[config.mk]
export PLATFORM = sky130hd
export DESIGN_NAME = clhi_top
export DESIGN_NICKNAME = d
export VERILOG_FILES = /design/src/pkg/clhi_pkg.sv /design/src/pkg/clhi_byte_if.sv /design/src/design/clhi_top.sv /design/src/design/clhi_spi_rx.sv /design/src/design/clhi_i2c_rx.sv
export SDC_FILE = /design/constraint.sdc
export NUM_CORES = 2
export LEC_CHECK = 0
export BUFFER_PORTS_ARGS = -buffer_cell sky130_fd_sc_hd__buf_4
export CAP_MARGIN = 30
export CORE_MARGIN = 8
export CORE_UTILIZATION = 60
export DETAILED_ROUTE_END_ITERATION = 10
export HOLD_SLACK_MARGIN = 0.08
export PLACE_DENSITY = 0.77
export SLEW_MARGIN = 20
export SYNTH_ARGS = -nofsm -noshare
export SYNTH_HDL_FRONTEND = slang
export SYNTH_SLANG_ARGS = --single-unit
[constraint.sdc]
create_clock -name i_clk -period 19 [get_ports i_clk]
set_input_delay 2.85 -clock i_clk [delete_from_list [all_inputs] [get_ports i_clk]]
set_output_delay 2.85 -clock i_clk [all_outputs]
set_load 0.01 [all_outputs]
[src/pkg/clhi_pkg.sv]
`default_nettype none
package clhi_pkg;
  // ==========================================================
  // Timing
  localparam int CLK_FREQ_MHZ = 50;  // Core clock rate
  localparam int EXEC_TIME_NS = 18500;  // Execution time of one instruction
  localparam int EXEC_CYC = (EXEC_TIME_NS * CLK_FREQ_MHZ + 999) / 1000;
  localparam logic [9:0] EXEC_CNT = 10'(EXEC_CYC);  // Busy cycles per byte
  // ==========================================================
  // Instruction fields
  localparam int FS_WIDTH_POS = 4;  // Function set: bus width
  localparam int FS_LINES_POS = 3;  // Function set: two-line mode
  localparam int SH_DISP_POS = 3;  // Shift: display instead of cursor
  localparam int SH_RIGHT_POS = 2;  // Shift: to the right
  localparam int EM_INC_POS = 1;  // Entry mode: increment
  // ==========================================================
  // Text RAM address limits
  localparam logic [6:0] TXT_1L_LAST = 7'h4F;
  localparam logic [6:0] TXT_L1_LAST = 7'h27;
  localparam logic [6:0] TXT_L2_FIRST = 7'h40;
  localparam logic [6:0] TXT_L2_LAST = 7'h67;
  // ==========================================================
  // Reset values and serial constants
  localparam logic RST_INC = 1'h1;  // Increment after reset
  localparam logic RST_BUS8 = 1'h1;  // 8-bit bus after reset
  localparam logic RST_TWO_LINE = 1'h0;  // One line after reset
  localparam logic [4:0] I2C_ADDR_HI = 5'h0F;  // Upper five address bits
  localparam logic [2:0] BIT_LAST = 3'h7;  // Last bit index of a byte
  // ==========================================================
  // Types
  typedef enum logic [1:0] {CLHI_PAR, CLHI_I2C, CLHI_SPI} clhi_mode_t;
  typedef enum logic [1:0] {I2_IDLE, I2_RECV, I2_ACK, I2_SKIP} clhi_i2c_st_t;
  typedef enum logic [1:0] {K_ADDR, K_CTRL, K_DATA} clhi_kind_t;
endpackage
`default_nettype wire

[src/pkg/clhi_byte_if.sv]
`default_nettype none
// ==========================================================
// Received byte from a serial front end
interface clhi_byte_if;
  logic valid;  // One-cycle byte strobe
  logic is_data;  // High for RAM data, low for instruction
  logic [7:0] data;  // Received byte
  modport src(output valid, output is_data, output data);
  modport dst(input valid, input is_data, input data);
endinterface
`default_nettype wire

[src/design/clhi_top.sv]
`default_nettype none
module clhi_top
  import clhi_pkg::*;
(
  input wire logic i_clk,
  input wire logic i_rst_n,
  input wire logic i_e,
  input wire logic i_reg_select,
  input wire logic i_rw,
  input wire logic [7:0] i_db,
  input wire logic i_intf_strap_hi,
  input wire logic i_intf_strap_lo,
  output logic [7:0] o_db,
  output logic [7:0] o_db_oe,
  output logic o_busy_indicator,
  output logic [6:0] o_addr_counter,
  output logic o_glyph_sel,
  output logic o_entry_inc,
  output logic o_bus_8bit,
  output logic o_two_line
);
  // ==========================================================
  // Pin synchronisers
  logic [12:0] sync1_ff, nxt_sync1;  // First stage
  logic [12:0] sync2_ff, nxt_sync2;  // Second stage
  logic e_s, sel_s, rw_s;  // Synchronised strobe, select, direction
  logic [7:0] db_s;  // Synchronised data pins
  clhi_mode_t mode;  // Selected host interface

  // Two-stage capture of every pin
  always_comb begin
    nxt_sync1 = {i_intf_strap_hi, i_intf_strap_lo, i_e, i_reg_select, i_rw, i_db};
    nxt_sync2 = sync1_ff;
  end

  always_ff @(posedge i_clk) begin
    if (!i_rst_n) begin
      sync1_ff <= 13'h0000;
      sync2_ff <= 13'h0000;
    end else begin
      sync1_ff <= nxt_sync1;
      sync2_ff <= nxt_sync2;
    end
  end

  // Interface select from straps
  always_comb begin
    e_s = sync2_ff[10];
    sel_s = sync2_ff[9];
    rw_s = sync2_ff[8];
    db_s = sync2_ff[7:0];
    if (sync2_ff[12]) begin
      mode = CLHI_SPI;
    end else if (sync2_ff[11]) begin
      mode = CLHI_I2C;
    end else begin
      mode = CLHI_PAR;
    end
  end

  // ==========================================================
  // Serial front ends
  clhi_byte_if spi_byte ();
  clhi_byte_if i2c_byte ();
  logic sda_pull;  // I2C acknowledge drive

  clhi_spi_rx u_spi (
    .i_clk(i_clk),
    .i_rst_n(i_rst_n),
    .i_en(mode == CLHI_SPI),
    .i_cs_n(db_s[5]),
    .i_sclk(db_s[6]),
    .i_serial_in(db_s[7]),
    .i_reg_select(sel_s),
    .o_byte(spi_byte)
  );

  clhi_i2c_rx u_i2c (
    .i_clk(i_clk),
    .i_rst_n(i_rst_n),
    .i_en(mode == CLHI_I2C),
    .i_scl(db_s[7]),
    .i_sda(db_s[6]),
    .i_addr_strap(db_s[1:0]),
    .o_sda_pull(sda_pull),
    .o_byte(i2c_byte)
  );

  // ==========================================================
  // Instruction state
  logic [6:0] addr_counter_ff, nxt_addr_counter;  // Address counter
  logic glyph_ff, nxt_glyph;  // Glyph RAM targeted
  logic inc_ff, nxt_inc;  // Entry direction
  logic bus8_ff, nxt_bus8;  // Width bit
  logic two_ff, nxt_two;  // Two-line mode
  logic [9:0] busy_cnt_ff, nxt_busy_cnt;  // Execution countdown
  logic [7:0] rd_latch_ff, nxt_rd_latch;  // Prefetched read byte
  logic e_d_ff, nxt_e_d;  // Previous strobe
  logic nib_ff, nxt_nib;  // Low nibble expected
  logic [3:0] hi_nib_ff, nxt_hi_nib;  // Stored high nibble
  logic [7:0] dout_ff, nxt_dout;  // Pin data out
  logic [7:0] doe_ff, nxt_doe;  // Pin enables
  logic [7:0] text_ram [0:127];  // Text RAM
  logic [7:0] glyph_ram [0:63];  // Glyph RAM
  logic req_vld, req_data;  // Executed byte strobe and kind
  logic [7:0] req_byte;  // Executed byte
  logic rd_step;  // Parallel data read completed
  logic ram_we, do_pf;  // RAM write, prefetch
  logic busy;
  logic [7:0] status;

  // Address step with line wrap
  function automatic logic [6:0] step_addr(input logic [6:0] a, input logic up,
                                           input logic gl, input logic two);
    logic [6:0] r;
    r = up ? a + 7'h01 : a - 7'h01;
    if (gl) begin
      r[6] = 1'h0;
    end else if (!two) begin
      if (up && a == TXT_1L_LAST) begin
        r = 7'h00;
      end else if (!up && a == 7'h00) begin
        r = TXT_1L_LAST;
      end
    end else begin
      if (up && a == TXT_L1_LAST) begin
        r = TXT_L2_FIRST;
      end else if (up && a == TXT_L2_LAST) begin
        r = 7'h00;
      end else if (!up && a == TXT_L2_FIRST) begin
        r = TXT_L1_LAST;
      end else if (!up && a == 7'h00) begin
        r = TXT_L2_LAST;
      end
    end
    return r;
  endfunction

  // ==========================================================
  // Parallel port strobes and byte source
  always_comb begin
    busy = (busy_cnt_ff != 10'h000);
    status = {busy, addr_counter_ff};
    nxt_e_d = e_s;
    nxt_nib = nib_ff;
    nxt_hi_nib = hi_nib_ff;
    req_vld = 1'h0;
    req_data = sel_s;
    req_byte = db_s;
    rd_step = 1'h0;
    case (mode)
      CLHI_PAR: begin
        if (e_d_ff && !e_s) begin
          // Falling strobe completes a transfer
          if (bus8_ff) begin
            nxt_nib = 1'h0;
            req_vld = !rw_s;
            rd_step = rw_s && sel_s;
          end else if (!nib_ff) begin
            nxt_nib = 1'h1;
            nxt_hi_nib = db_s[7:4];
          end else begin
            nxt_nib = 1'h0;
            req_vld = !rw_s;
            req_byte = {hi_nib_ff, db_s[7:4]};
            rd_step = rw_s && sel_s;
          end
        end
      end
      CLHI_SPI: begin
        req_vld = spi_byte.valid;
        req_data = spi_byte.is_data;
        req_byte = spi_byte.data;
      end
      CLHI_I2C: begin
        req_vld = i2c_byte.valid;
        req_data = i2c_byte.is_data;
        req_byte = i2c_byte.data;
      end
      default: ;
    endcase
  end

  // Read drive on the data pins
  always_comb begin
    nxt_dout = 8'h00;
    nxt_doe = 8'h00;
    if (mode == CLHI_PAR && rw_s && e_s) begin
      nxt_dout = sel_s ? rd_latch_ff : status;
      nxt_doe = 8'hFF;
      if (!bus8_ff) begin
        nxt_dout = nib_ff ? {nxt_dout[3:0], 4'h0} : {nxt_dout[7:4], 4'h0};
        nxt_doe = 8'hF0;
      end
    end
  end

  // ==========================================================
  // Instruction and data execution
  always_comb begin
    nxt_addr_counter = addr_counter_ff;
    nxt_glyph = glyph_ff;
    nxt_inc = inc_ff;
    nxt_bus8 = bus8_ff;
    nxt_two = two_ff;
    nxt_busy_cnt = busy ? busy_cnt_ff - 10'h001 : busy_cnt_ff;
    nxt_rd_latch = rd_latch_ff;
    ram_we = 1'h0;
    do_pf = 1'h0;
    if (req_vld) begin
      nxt_busy_cnt = EXEC_CNT;
      if (req_data) begin
        ram_we = 1'h1;
        nxt_addr_counter = step_addr(addr_counter_ff, inc_ff, glyph_ff, two_ff);
      end else if (req_byte[7]) begin
        nxt_addr_counter = req_byte[6:0];
        nxt_glyph = 1'h0;
        do_pf = 1'h1;
      end else if (req_byte[7:6] == 2'h1) begin
        nxt_addr_counter = {1'h0, req_byte[5:0]};
        nxt_glyph = 1'h1;
        do_pf = 1'h1;
      end else if (req_byte[7:5] == 3'h1) begin
        nxt_bus8 = req_byte[FS_WIDTH_POS];
        nxt_two = req_byte[FS_LINES_POS];
      end else if (req_byte[7:4] == 4'h1) begin
        // Display shift itself is not modelled here
        if (!req_byte[SH_DISP_POS]) begin
          nxt_addr_counter = step_addr(addr_counter_ff, req_byte[SH_RIGHT_POS],
                                       glyph_ff, two_ff);
          do_pf = !glyph_ff;
        end
      end else if (req_byte[7:2] == 6'h01) begin
        nxt_inc = req_byte[EM_INC_POS];
      end
    end else if (rd_step) begin
      nxt_addr_counter = step_addr(addr_counter_ff, inc_ff, glyph_ff, two_ff);
      do_pf = 1'h1;
    end
    // RAM data writes leave the prefetched byte alone
    if (do_pf) begin
      nxt_rd_latch = nxt_glyph ? glyph_ram[nxt_addr_counter[5:0]]
                               : text_ram[nxt_addr_counter];
    end
  end

  // RAM write port
  always_ff @(posedge i_clk) begin
    if (ram_we && glyph_ff) begin
      glyph_ram[addr_counter_ff[5:0]] <= req_byte;
    end
    if (ram_we && !glyph_ff) begin
      text_ram[addr_counter_ff] <= req_byte;
    end
  end

  // State registers
  always_ff @(posedge i_clk) begin
    if (!i_rst_n) begin
      addr_counter_ff <= 7'h00;
      glyph_ff <= 1'h0;
      inc_ff <= RST_INC;
      bus8_ff <= RST_BUS8;
      two_ff <= RST_TWO_LINE;
      busy_cnt_ff <= 10'h000;
      rd_latch_ff <= 8'h00;
      e_d_ff <= 1'h0;
      nib_ff <= 1'h0;
      hi_nib_ff <= 4'h0;
      dout_ff <= 8'h00;
      doe_ff <= 8'h00;
    end else begin
      addr_counter_ff <= nxt_addr_counter;
      glyph_ff <= nxt_glyph;
      inc_ff <= nxt_inc;
      bus8_ff <= nxt_bus8;
      two_ff <= nxt_two;
      busy_cnt_ff <= nxt_busy_cnt;
      rd_latch_ff <= nxt_rd_latch;
      e_d_ff <= nxt_e_d;
      nib_ff <= nxt_nib;
      hi_nib_ff <= nxt_hi_nib;
      dout_ff <= nxt_dout;
      doe_ff <= nxt_doe;
    end
  end

  // ==========================================================
  // Outputs
  assign o_db = dout_ff;
  assign o_db_oe = doe_ff | {1'h0, sda_pull, 6'h00};
  assign o_busy_indicator = busy;
  assign o_addr_counter = addr_counter_ff;
  assign o_glyph_sel = glyph_ff;
  assign o_entry_inc = inc_ff;
  assign o_bus_8bit = bus8_ff;
  assign o_two_line = two_ff;
endmodule
`default_nettype wire

[src/design/clhi_spi_rx.sv]
`default_nettype none
module clhi_spi_rx
  import clhi_pkg::*;
(
  input wire logic i_clk,
  input wire logic i_rst_n,
  input wire logic i_en,
  input wire logic i_cs_n,
  input wire logic i_sclk,
  input wire logic i_serial_in,
  input wire logic i_reg_select,
  clhi_byte_if.src o_byte
);
  // ==========================================================
  // State
  logic sclk_d_ff, nxt_sclk_d;  // Previous serial clock
  logic [2:0] cnt_ff, nxt_cnt;  // Bit count
  logic [6:0] shift_ff, nxt_shift;  // Shift register
  logic vld_ff, nxt_vld;  // Byte strobe
  logic sel_ff, nxt_sel;  // Data or instruction
  logic [7:0] data_ff, nxt_data;  // Byte out

  // Shift on rising clock, MSB first
  always_comb begin
    nxt_sclk_d = i_sclk;
    nxt_cnt = cnt_ff;
    nxt_shift = shift_ff;
    nxt_vld = 1'h0;
    nxt_sel = sel_ff;
    nxt_data = data_ff;
    if (!i_en || i_cs_n) begin
      nxt_cnt = 3'h0;
    end else if (i_sclk && !sclk_d_ff) begin
      nxt_shift = {shift_ff[5:0], i_serial_in};
      nxt_cnt = cnt_ff + 3'h1;
      if (cnt_ff == BIT_LAST) begin
        nxt_vld = 1'h1;
        nxt_data = {shift_ff, i_serial_in};
        nxt_sel = i_reg_select;
      end
    end
  end

  // Registers
  always_ff @(posedge i_clk) begin
    if (!i_rst_n) begin
      sclk_d_ff <= 1'h1;
      cnt_ff <= 3'h0;
      shift_ff <= 7'h00;
      vld_ff <= 1'h0;
      sel_ff <= 1'h0;
      data_ff <= 8'h00;
    end else begin
      sclk_d_ff <= nxt_sclk_d;
      cnt_ff <= nxt_cnt;
      shift_ff <= nxt_shift;
      vld_ff <= nxt_vld;
      sel_ff <= nxt_sel;
      data_ff <= nxt_data;
    end
  end

  assign o_byte.valid = vld_ff;
  assign o_byte.is_data = sel_ff;
  assign o_byte.data = data_ff;
endmodule
`default_nettype wire

[src/design/clhi_i2c_rx.sv]
`default_nettype none
module clhi_i2c_rx
  import clhi_pkg::*;
(
  input wire logic i_clk,
  input wire logic i_rst_n,
  input wire logic i_en,
  input wire logic i_scl,
  input wire logic i_sda,
  input wire logic [1:0] i_addr_strap,
  output logic o_sda_pull,
  clhi_byte_if.src o_byte
);
  // ==========================================================
  // State
  clhi_i2c_st_t st_ff, nxt_st;  // Receiver state
  clhi_kind_t kind_ff, nxt_kind;  // Meaning of the next byte
  logic scl_d_ff, nxt_scl_d;  // Previous SCL
  logic sda_d_ff, nxt_sda_d;  // Previous SDA
  logic [3:0] cnt_ff, nxt_cnt;  // Bits received
  logic [7:0] shift_ff, nxt_shift;  // Shift register
  logic continue_ff, nxt_continue;  // Control bytes still to come
  logic cmd_data_sel_ff, nxt_cmd_data_sel;  // Data or command
  logic vld_ff, nxt_vld;
  logic [7:0] data_ff, nxt_data;
  logic start_c, stop_c, scl_rise, scl_fall;

  // Bus conditions and receive sequence
  always_comb begin
    start_c = scl_d_ff && i_scl && sda_d_ff && !i_sda;
    stop_c = scl_d_ff && i_scl && !sda_d_ff && i_sda;
    scl_rise = i_scl && !scl_d_ff;
    scl_fall = !i_scl && scl_d_ff;
    nxt_scl_d = i_scl;
    nxt_sda_d = i_sda;
    nxt_st = st_ff;
    nxt_kind = kind_ff;
    nxt_cnt = cnt_ff;
    nxt_shift = shift_ff;
    nxt_continue = continue_ff;
    nxt_cmd_data_sel = cmd_data_sel_ff;
    nxt_vld = 1'h0;
    nxt_data = data_ff;
    if (!i_en || stop_c) begin
      nxt_st = I2_IDLE;
    end else if (start_c) begin
      nxt_st = I2_RECV;
      nxt_kind = K_ADDR;
      nxt_cnt = 4'h0;
    end else begin
      case (st_ff)
        I2_RECV: begin
          if (scl_rise) begin
            nxt_shift = {shift_ff[6:0], i_sda};
            nxt_cnt = cnt_ff + 4'h1;
          end else if (scl_fall && cnt_ff == 4'h8) begin
            nxt_st = I2_ACK;
            case (kind_ff)
              K_ADDR: begin
                // Own address, write direction only
                if (shift_ff[7:1] != {I2C_ADDR_HI, i_addr_strap} || shift_ff[0]) begin
                  nxt_st = I2_SKIP;
                end
                nxt_kind = K_CTRL;
              end
              K_CTRL: begin
                nxt_continue = shift_ff[7];
                nxt_cmd_data_sel = shift_ff[6];
                nxt_kind = K_DATA;
              end
              default: begin
                nxt_vld = 1'h1;
                nxt_data = shift_ff;
                nxt_kind = continue_ff ? K_CTRL : K_DATA;
              end
            endcase
          end
        end
        I2_ACK: begin
          if (scl_fall) begin
            nxt_st = I2_RECV;  // Release after the acknowledge clock
            nxt_cnt = 4'h0;
          end
        end
        default: ;  // Idle or not addressed
      endcase
    end
  end

  // Registers
  always_ff @(posedge i_clk) begin
    if (!i_rst_n) begin
      st_ff <= I2_IDLE;
      kind_ff <= K_ADDR;
      scl_d_ff <= 1'h1;
      sda_d_ff <= 1'h1;
      cnt_ff <= 4'h0;
      shift_ff <= 8'h00;
      continue_ff <= 1'h0;
      cmd_data_sel_ff <= 1'h0;
      vld_ff <= 1'h0;
      data_ff <= 8'h00;
    end else begin
      st_ff <= nxt_st;
      kind_ff <= nxt_kind;
      scl_d_ff <= nxt_scl_d;
      sda_d_ff <= nxt_sda_d;
      cnt_ff <= nxt_cnt;
      shift_ff <= nxt_shift;
      continue_ff <= nxt_continue;
      cmd_data_sel_ff <= nxt_cmd_data_sel;
      vld_ff <= nxt_vld;
      data_ff <= nxt_data;
    end
  end

  assign o_sda_pull = (st_ff == I2_ACK);
  assign o_byte.valid = vld_ff;
  assign o_byte.is_data = cmd_data_sel_ff;
  assign o_byte.data = data_ff;
endmodule
`default_nettype wire

# Word-level counts from Yosys, hierarchy flattened
# Memories as Yosys holds them, arrays and structs flattened.
# Index checks and enable logic that the tools add are counted.
[word_totals]
ff_bits = 126
ram_bits = 1536
input_bits = 15
wordCells = 237
memories = 2
[mem_list]
columns = ["name", "words", "word_bits", "read_ports", "rd_ports_with_merged_regs", "write_ports", "line_no", "rtl"]
rows = [
  ["text_ram", 128, 8, 1, 0, 1, "clhi_top.sv:103", "logic [7:0] text_ram [0:127];"],
  ["glyph_ram", 64, 8, 1, 0, 1, "clhi_top.sv:104", "logic [7:0] glyph_ram [0:63];"],
]
[classes]
addsub = 5
n_eq_ne = 24
muxes = 89
n_bitwise = 17
n_reduce_logical = 69
[op_table]
columns = ["operator", "n"]
rows = [
  ["two-way mux 7 bit", 24],
  ["two-way mux 8 bit", 7],
  ["two-way mux 1 bit", 34],
  ["logical AND 1 bit", 25],
  ["case mux 8 bit (3 select lines)", 1],
  ["AND reduction 4 bit", 6],
  ["== test 7 bit (second input constant)", 3],
  ["two-way mux 10 bit", 2],
  ["two-way mux 2 bit", 10],
  ["two-way mux 4 bit", 4],
  ["NOT 1 bit", 16],
  ["two-way mux 6 bit", 2],
  ["AND reduction 6 bit", 2],
  ["zero test 1 bit", 11],
  ["nonzero test 10 bit", 1],
  ["subtractor 10 x 1 -> 10 bit (second input constant)", 1],
  ["inequality test 3 x 1 -> 1 bit (second input constant)", 3],
  ["== test 2 x 1 -> 1 bit (second input constant)", 4],
  ["bitwise OR 8 x 7 -> 8 bit", 1],
  ["case mux 2 bit (2 select lines)", 2],
  ["case mux 4 bit (2 select lines)", 1],
  ["nonzero test 2 bit", 4],
  ["OR reduction 2 bit", 4],
  ["adder 7 x 1 -> 7 bit (second input constant)", 1],
  ["other kinds (26)", 35],
]

# Logic depth before layout (Yosys ltp)
# An unclocked memory read counts as a cell.
[depth]
depth_word = 21
ltp_mapped = 20

# By module
# From an unflattened synthesis, not the netlist that was laid out.
[hier_totals]
cells_unflattened = 5211
hier_area_um2 = 68353.1
[by_module_without_submodules]
columns = ["module", "instances", "cells_each", "area_per_inst_um2", "seq_area_each_um2"]
rows = [
  ["clhi_top", 1, 4988, 66231.0, 47545.6],
  ["clhi_i2c_rx", 1, 142, 1282.5, 580.6],
  ["clhi_spi_rx", 1, 81, 839.6, 420.4],
]

# Worst setup path before layout
# OpenSTA, ideal clock, no wires.
[synth_path]
kind = "register to register"
start = "register sync2_ff[11]"
end = "register rd_latch_ff[6]"
setup_ns = 0.060
arrival_ns = 12.458
required_time_ns = 18.940
setup_slack_ns = 6.482
stages_incl_launch_ff = 13
n_path_buf = 4
period_less_slack_ns = 12.518
cell_sequence = "dfxtp_1 > buf_2 > clkbuf_1 > nor2_1 > a221oi_1 > o32ai_2 > a311oi_4 > buf_2 > clkbuf_1 > mux4_2 > a2111o_1 > o211ai_1 > a32o_1"
[synth_via]
elab_cells_between_ends = 51
classes_between = "eq/ne (5); mux (37); reduce/logical (7); memory (2)"
[synth_lines]
columns = ["item", "line_no", "rtl"]
rows = [
  ["start, declared", "clhi_top.sv:25", "logic [12:0] sync2_ff, nxt_sync2;"],
  ["start signal, assigned", "clhi_top.sv:42", "sync2_ff <= nxt_sync2;"],
  ["two-way mux 1 bit (*)", "clhi_top.sv:54", "end else if (sync2_ff[11]) begin"],
  ["two-way mux 2 bit (*)", "clhi_top.sv:52", "if (sync2_ff[12]) begin"],
  ["== test 2 x 1 -> 1 bit (tied with other cells)", "clhi_top.sv:151", "case (mode)"],
  ["case mux 8 bit (3 select lines) (*)", "clhi_top.sv:151", ""],
  ["net req_byte[1]", "clhi_top.sv:106", "logic [7:0] req_byte;"],
  ["two-way mux 7 bit", "clhi_top.sv:219", "end else if (req_byte[7:6] == 2'h1) begin"],
  ["two-way mux 7 bit (*)", "clhi_top.sv:215", "end else if (req_byte[7]) begin"],
  ["two-way mux 7 bit (*)", "clhi_top.sv:212", "if (req_data) begin"],
  ["two-way mux 7 bit (*)", "clhi_top.sv:210", "if (req_vld) begin"],
  ["memory read (128 x 8 bit) / memory read (64 x 8 bit) (equally long branches)", "-", ""],
  ["two-way mux 8 bit (*)", "clhi_top.sv:242", "nxt_rd_latch = nxt_glyph ? glyph_ram[nxt_addr_counter[5:0]]"],
  ["end signal, assigned", "clhi_top.sv:279", "rd_latch_ff <= nxt_rd_latch;"],
  ["end, declared", "clhi_top.sv:97", "logic [7:0] rd_latch_ff, nxt_rd_latch;"],
]
# Mark *: on every way through the listed nets, which the timed path passes. The rest lies on a longest branch.
# A chain may end at the register's enable or synchronous reset.

# Worst setup path after layout
[layout_path]
start = "register addr_counter_ff[0] (netlist: o_addr_counter[0])"
end = "register rd_latch_ff[1]"
[layout_via]
elab_chain_cells = 17
elab_cells_between_ends = 48
classes_between = "add/sub (2); eq/ne (4); mux (29); reduce/logical (11); memory (2)"
[layout_rtl]
columns = ["item", "line_no", "rtl"]
rows = [
  ["start, declared", "clhi_top.sv:91", "logic [6:0] addr_counter_ff, nxt_addr_counter;"],
  ["start signal, assigned", "clhi_top.sv:273", "addr_counter_ff <= nxt_addr_counter;"],
  ["subtractor 7 x 1 -> 7 bit (tied with other cells)", "clhi_top.sv:116", "r = up ? a + 7'h01 : a - 7'h01;"],
  ["two-way mux 7 bit / logical AND 1 bit (equally long branches)", "clhi_top.sv:116, clhi_top.sv:122, clhi_top.sv:132", ""],
  ["two-way mux 7 bit", "clhi_top.sv:132", "end else if (!up && a == 7'h00) begin"],
  ["two-way mux 7 bit", "clhi_top.sv:130", "end else if (!up && a == TXT_L2_FIRST) begin"],
  ["two-way mux 7 bit", "clhi_top.sv:128", "end else if (up && a == TXT_L2_LAST) begin"],
  ["two-way mux 7 bit", "clhi_top.sv:126", "if (up && a == TXT_L1_LAST) begin"],
  ["two-way mux 7 bit", "clhi_top.sv:119", "end else if (!two) begin"],
  ["two-way mux 6 bit / two-way mux 1 bit (equally long branches)", "clhi_top.sv:117", "if (gl) begin"],
  ["two-way mux 7 bit", "clhi_top.sv:228", "if (!req_byte[SH_DISP_POS]) begin"],
  ["two-way mux 7 bit", "clhi_top.sv:226", "end else if (req_byte[7:4] == 4'h1) begin"],
  ["two-way mux 7 bit", "clhi_top.sv:223", "end else if (req_byte[7:5] == 3'h1) begin"],
  ["two-way mux 7 bit", "clhi_top.sv:219", ""],
  ["two-way mux 7 bit", "clhi_top.sv:215", ""],
  ["two-way mux 7 bit", "clhi_top.sv:212", ""],
  ["two-way mux 7 bit (*)", "clhi_top.sv:210", ""],
  ["memory read (128 x 8 bit) / memory read (64 x 8 bit) (equally long branches)", "-", ""],
  ["two-way mux 8 bit (*)", "clhi_top.sv:242", ""],
]
# Mark *: on every way between the ends. The rest lies on a longest branch, timed or not.

==> flow_summary.toml <==
[placed_design]
port_buffers = 42
place_hpwl_um = 103000
gp_congestion = 0.906

[setup_path]
max_stage_delay_ns = 0.83
crit_top_cell = "buf_12"
timing.rr.end = "rd_latch_ff[1]$_SDFFE_PN0P_"
worstPathArrival_ns = 8.53
critPathBufInv = 3
path_max_fanout = 145
crit_path_start_kind = "flip-flop"
crit_chain = "ha_1 -> nand3_1 -> nor4_2 -> nor2_1 -> o31a_1 -> o22ai_2 -> a21o_4 -> buf_12 -> buf_12 -> buf_4 -> mux2i_1 -> o221ai_1 -> o22ai_1 -> o31ai_1 -> and3b_1 -> a211o_1"
r2r_cells = 16
cp.required_ns = 19.65
cp.depth = 16
crit_type = "reg -> reg"
critPathTopFamily = "compound AO/OA/AOI/OAI gates"
crit_path_end = "rd_latch_ff[1]$_SDFFE_PN0P_"
worstReg2RegStart = "o_addr_counter[0]$_SDFF_PN0_"
r2r_slack_ns = 11.12
cpMaxStageDelayCell = "buf_4"
cp-startpoint = "o_addr_counter[0]$_SDFF_PN0_"
endpoint_kind = "flip-flop"

[floorplanning]
rows = 123
die_area_sq_um = 123000
die_w_um = 351
placeableCoreArea_sq_um = 112000
start_util_pct = 60.2
die_h_um = 351
ios = 43

[clock_network]
htreeDepth = 4
cts_setup_buffers = 0
ctsLongestPathBuffers = 3
clock_latency_ns = 0.78
cts_tree = "yes"
root_buffer = "clkbuf_16"
numCtsBuffers = 162
cts.repair.resized = 0
clk_pin_slew_ns = 0.06
hold_buffers = 0
clkSinkCount = 1656

[run_status]
outcome = "finished, final reports clean"

[layout]
area_growth_syn_to_layout_pct = 9.63
drive_above_1_share_pct = 9.18
multi_input_area_sq_um = 17200
fin_util_pct = 66.0
fillers = 7730
final_nets = 4940
final-seq-area_sq_um = 48500

[yosys]
netlist_instances = 4965
yosysSeqAreaShare_pct = 72.0
syn_nets = 4990
synth_edf_count = 1536
ys_warn_count = 0
synth_mux_area_share_pct = 5.59
synth.area.top_cells = "edfxtp_1 (68%), nand2_1 (5.8%), dfxtp_1 (3.6%)"
ys_ff_latch = 1656
synthFlopType = "edfxtp_1"
synth-async-reset-ratio_pct = 0
yosys.area_share.simple_pct = 12.5
synthesis.area_sq_um = 67400
synth_xor_area_share_pct = 0.169
synth_adder_area_share_pct = 0.186
synth-compound-area-share_pct = 6.88
yosys.area.top_type_share_pct = 68.4
avgSynthCellArea_sq_um = 13.6
synthDistinctLibCells = 92
synth_top_area_cell = "edfxtp_1"
synth_common_cells = "edfxtp_1 (1536), nand2_1 (1046), a21oi_1 (308), nor2_1 (288), nand3_1 (269)"
synth_top_family_by_area = "simple AND/OR/NAND/NOR gates"
synth_most_common_cell = "edfxtp_1"

[grt]
grt_max_degree = 195
overflow = 0
gr-usage-all-layers_pct = 28.3
antenna_found_initial = 5
grt_pass1_wl_um = 262000
grt_pass1_vias = 41396

[sta]
clock_skew_ns = 0.0377
relSlewSlack_pct = 14.7
drv_slew = 0
fmax_ghz = 0.127
rsz0062_at_grt = "false"
period_needed_ns = 7.88
worst_slew_pin_slew_ns = 1.28
fin_setup_tns_ns = 0
hold_viol = 0
setup_violations = 0
fin_crit_sh_pct = 41.5

[worst_hold_path]
hp-class = "reg -> reg"

[drt]
wirelength_um = 177000
num_vias = 42579
antenna_left = 0
viasPerCell = 6.51
drt_pre_antenna_iters = 6
drc = 0
wl_per_cell_um = 27.1
drt_iter0_markers = 5996

[power]
cellLeakagePower_nw = 25.7
peakVddDrop_mv = 0.113
finalPower_mw = 7.57
power_density_nw_per_um2 = 102

[job]
max-cap-violations = 0
worst min path at each step:
| stage | start | end | depth (start not counted) |
|---|---|---|---|
| after floorplan | nxt_sync2[0]$_SDFF_PN0_ | sync2_ff[0]$_SDFF_PN0_ | 1 |
| after global placement | nxt_sync2[1]$_SDFF_PN0_ | sync2_ff[1]$_SDFF_PN0_ | 1 |
| after detailed placement | nxt_sync2[3]$_SDFF_PN0_ | sync2_ff[3]$_SDFF_PN0_ | 1 |
| after CTS | nxt_sync2[4]$_SDFF_PN0_ | sync2_ff[4]$_SDFF_PN0_ | 1 |
| after global routing | nxt_sync2[4]$_SDFF_PN0_ | sync2_ff[4]$_SDFF_PN0_ | 1 |
| final | nxt_sync2[5]$_SDFF_PN0_ | sync2_ff[5]$_SDFF_PN0_ | 1 |
metal layers:
| layer | vias up | routed length, um | global-route usage, % | part of all wire, % |
|---|---|---|---|---|
| li1 | 18452 | - | - | - |
| met1 | 20914 | 64400 | 37.1 | 36 |
| met2 | 2678 | 81900 | 44.2 | 46 |
| met3 | 529 | 20100 | 6.43 | 11 |
| met4 | 6 | 10800 | 15.3 | 6.1 |
| met5 | - | 41 | 0 | 0.023 |
flip-flops by register name (all words and copies together) (netlist names), 2 cells and up:
| register | cells |
|---|---|
| text_ram | 1024 |
| glyph_ram | 512 |
| nxt_sync2 | 13 |
| sync2_ff | 13 |
| busy_cnt_ff | 10 |
| o_db | 8 |
| rd_latch_ff | 8 |
| u_i2c.o_byte.data | 8 |
| u_i2c.shift_ff | 8 |
| u_spi.o_byte.data | 8 |
| o_addr_counter | 7 |
| u_spi.shift_ff | 7 |
| hi_nib_ff | 4 |
| u_i2c.cnt_ff | 4 |
| u_spi.cnt_ff | 3 |
| doe_ff | 2 |
| u_i2c.kind_ff | 2 |
| u_i2c.st_ff | 2 |
cell families (layout without fill, tap and decap cells):
logic type	after synthesis	in the layout
adders and majority gates	10	10
other	0	1
AOI/OAI and AO/OA	693	693
and+or+nand+nor	1934	1934
xor gates and xnor gates	13	13
muxes	297	297
DFF	1656	1656
buffers and inverters	362	440
through the flow:
stage / worst slack (ns) / area (sq um) / instances / hold slack, ns
2_1_floorplan: 6.48 / 67400 / 4965 / 0.412
3_3_place_gp: 11.56 / 68600 / 6238 / 0.415
3_5_place_dp: 11.44 / 68700 / 6240 / 0.417
4_1_cts: 11.40 / 73700 / 6532 / 0.425
5_1_grt: 10.85 / 73900 / 6543 / 0.446
6_report: 11.12 / 73900 / 6544 / 0.432
layout make-up:
type	count	area share, %
Sequential cell	1656	65.6
Multi-Input combinational cell	2947	23.3
Clock buffer	210	5.91
Tap cell	1500	2.54
Timing Repair Buffer	118	1.52
Clock inverter	82	0.929
Inverter	30	0.179
Antenna cell	1	0.00338
where the power goes:
| group | total (mW) | internal, mW | switching (mW) |
|---|---|---|---|
| sequential | 4.00 | 3.99 | 0.0113 |
| clock | 3.10 | 1.76 | 1.34 |
| combinational | 0.471 | 0.140 | 0.331 |
layout by cell type (no fill, tap or decap), types with 9 or more instances in the layout:
| cell | instances |
|---|---|
| o22a_1 | 9 |
| o31ai_1 | 16 |
| and3_1 | 67 |
| and3b_1 | 13 |
| a211oi_1 | 29 |
| inv_1 | 25 |
| buf_12 | 11 |
| mux2i_1 | 222 |
| nand2b_1 | 10 |
| o211ai_1 | 12 |
| ha_1 | 10 |
| a311o_1 | 23 |
| mux2_2 | 12 |
| nand3_1 | 267 |
| nand2_1 | 1044 |
| a31oi_1 | 13 |
| mux4_2 | 62 |
| a311oi_1 | 70 |
| nor3_1 | 103 |
| clkbuf_1 | 40 |
| a221o_1 | 9 |
| a21oi_1 | 308 |
| nor2_1 | 286 |
| and2_1 | 35 |
| o221ai_1 | 25 |
| o21ai_0 | 51 |
| o22ai_1 | 35 |
| nor4_1 | 26 |
| clkinv_2 | 25 |
| o31a_1 | 10 |
| a2111oi_0 | 9 |
| buf_4 | 101 |
| clkbuf_16 | 167 |
| or4_1 | 9 |
| edfxtp_1 | 1536 |
| dfxtp_1 | 120 |
| nand4_1 | 9 |
| bufinv_16 | 10 |
| clkinv_1 | 33 |
| or3_1 | 14 |
Power figures use the tool's default switching activity.
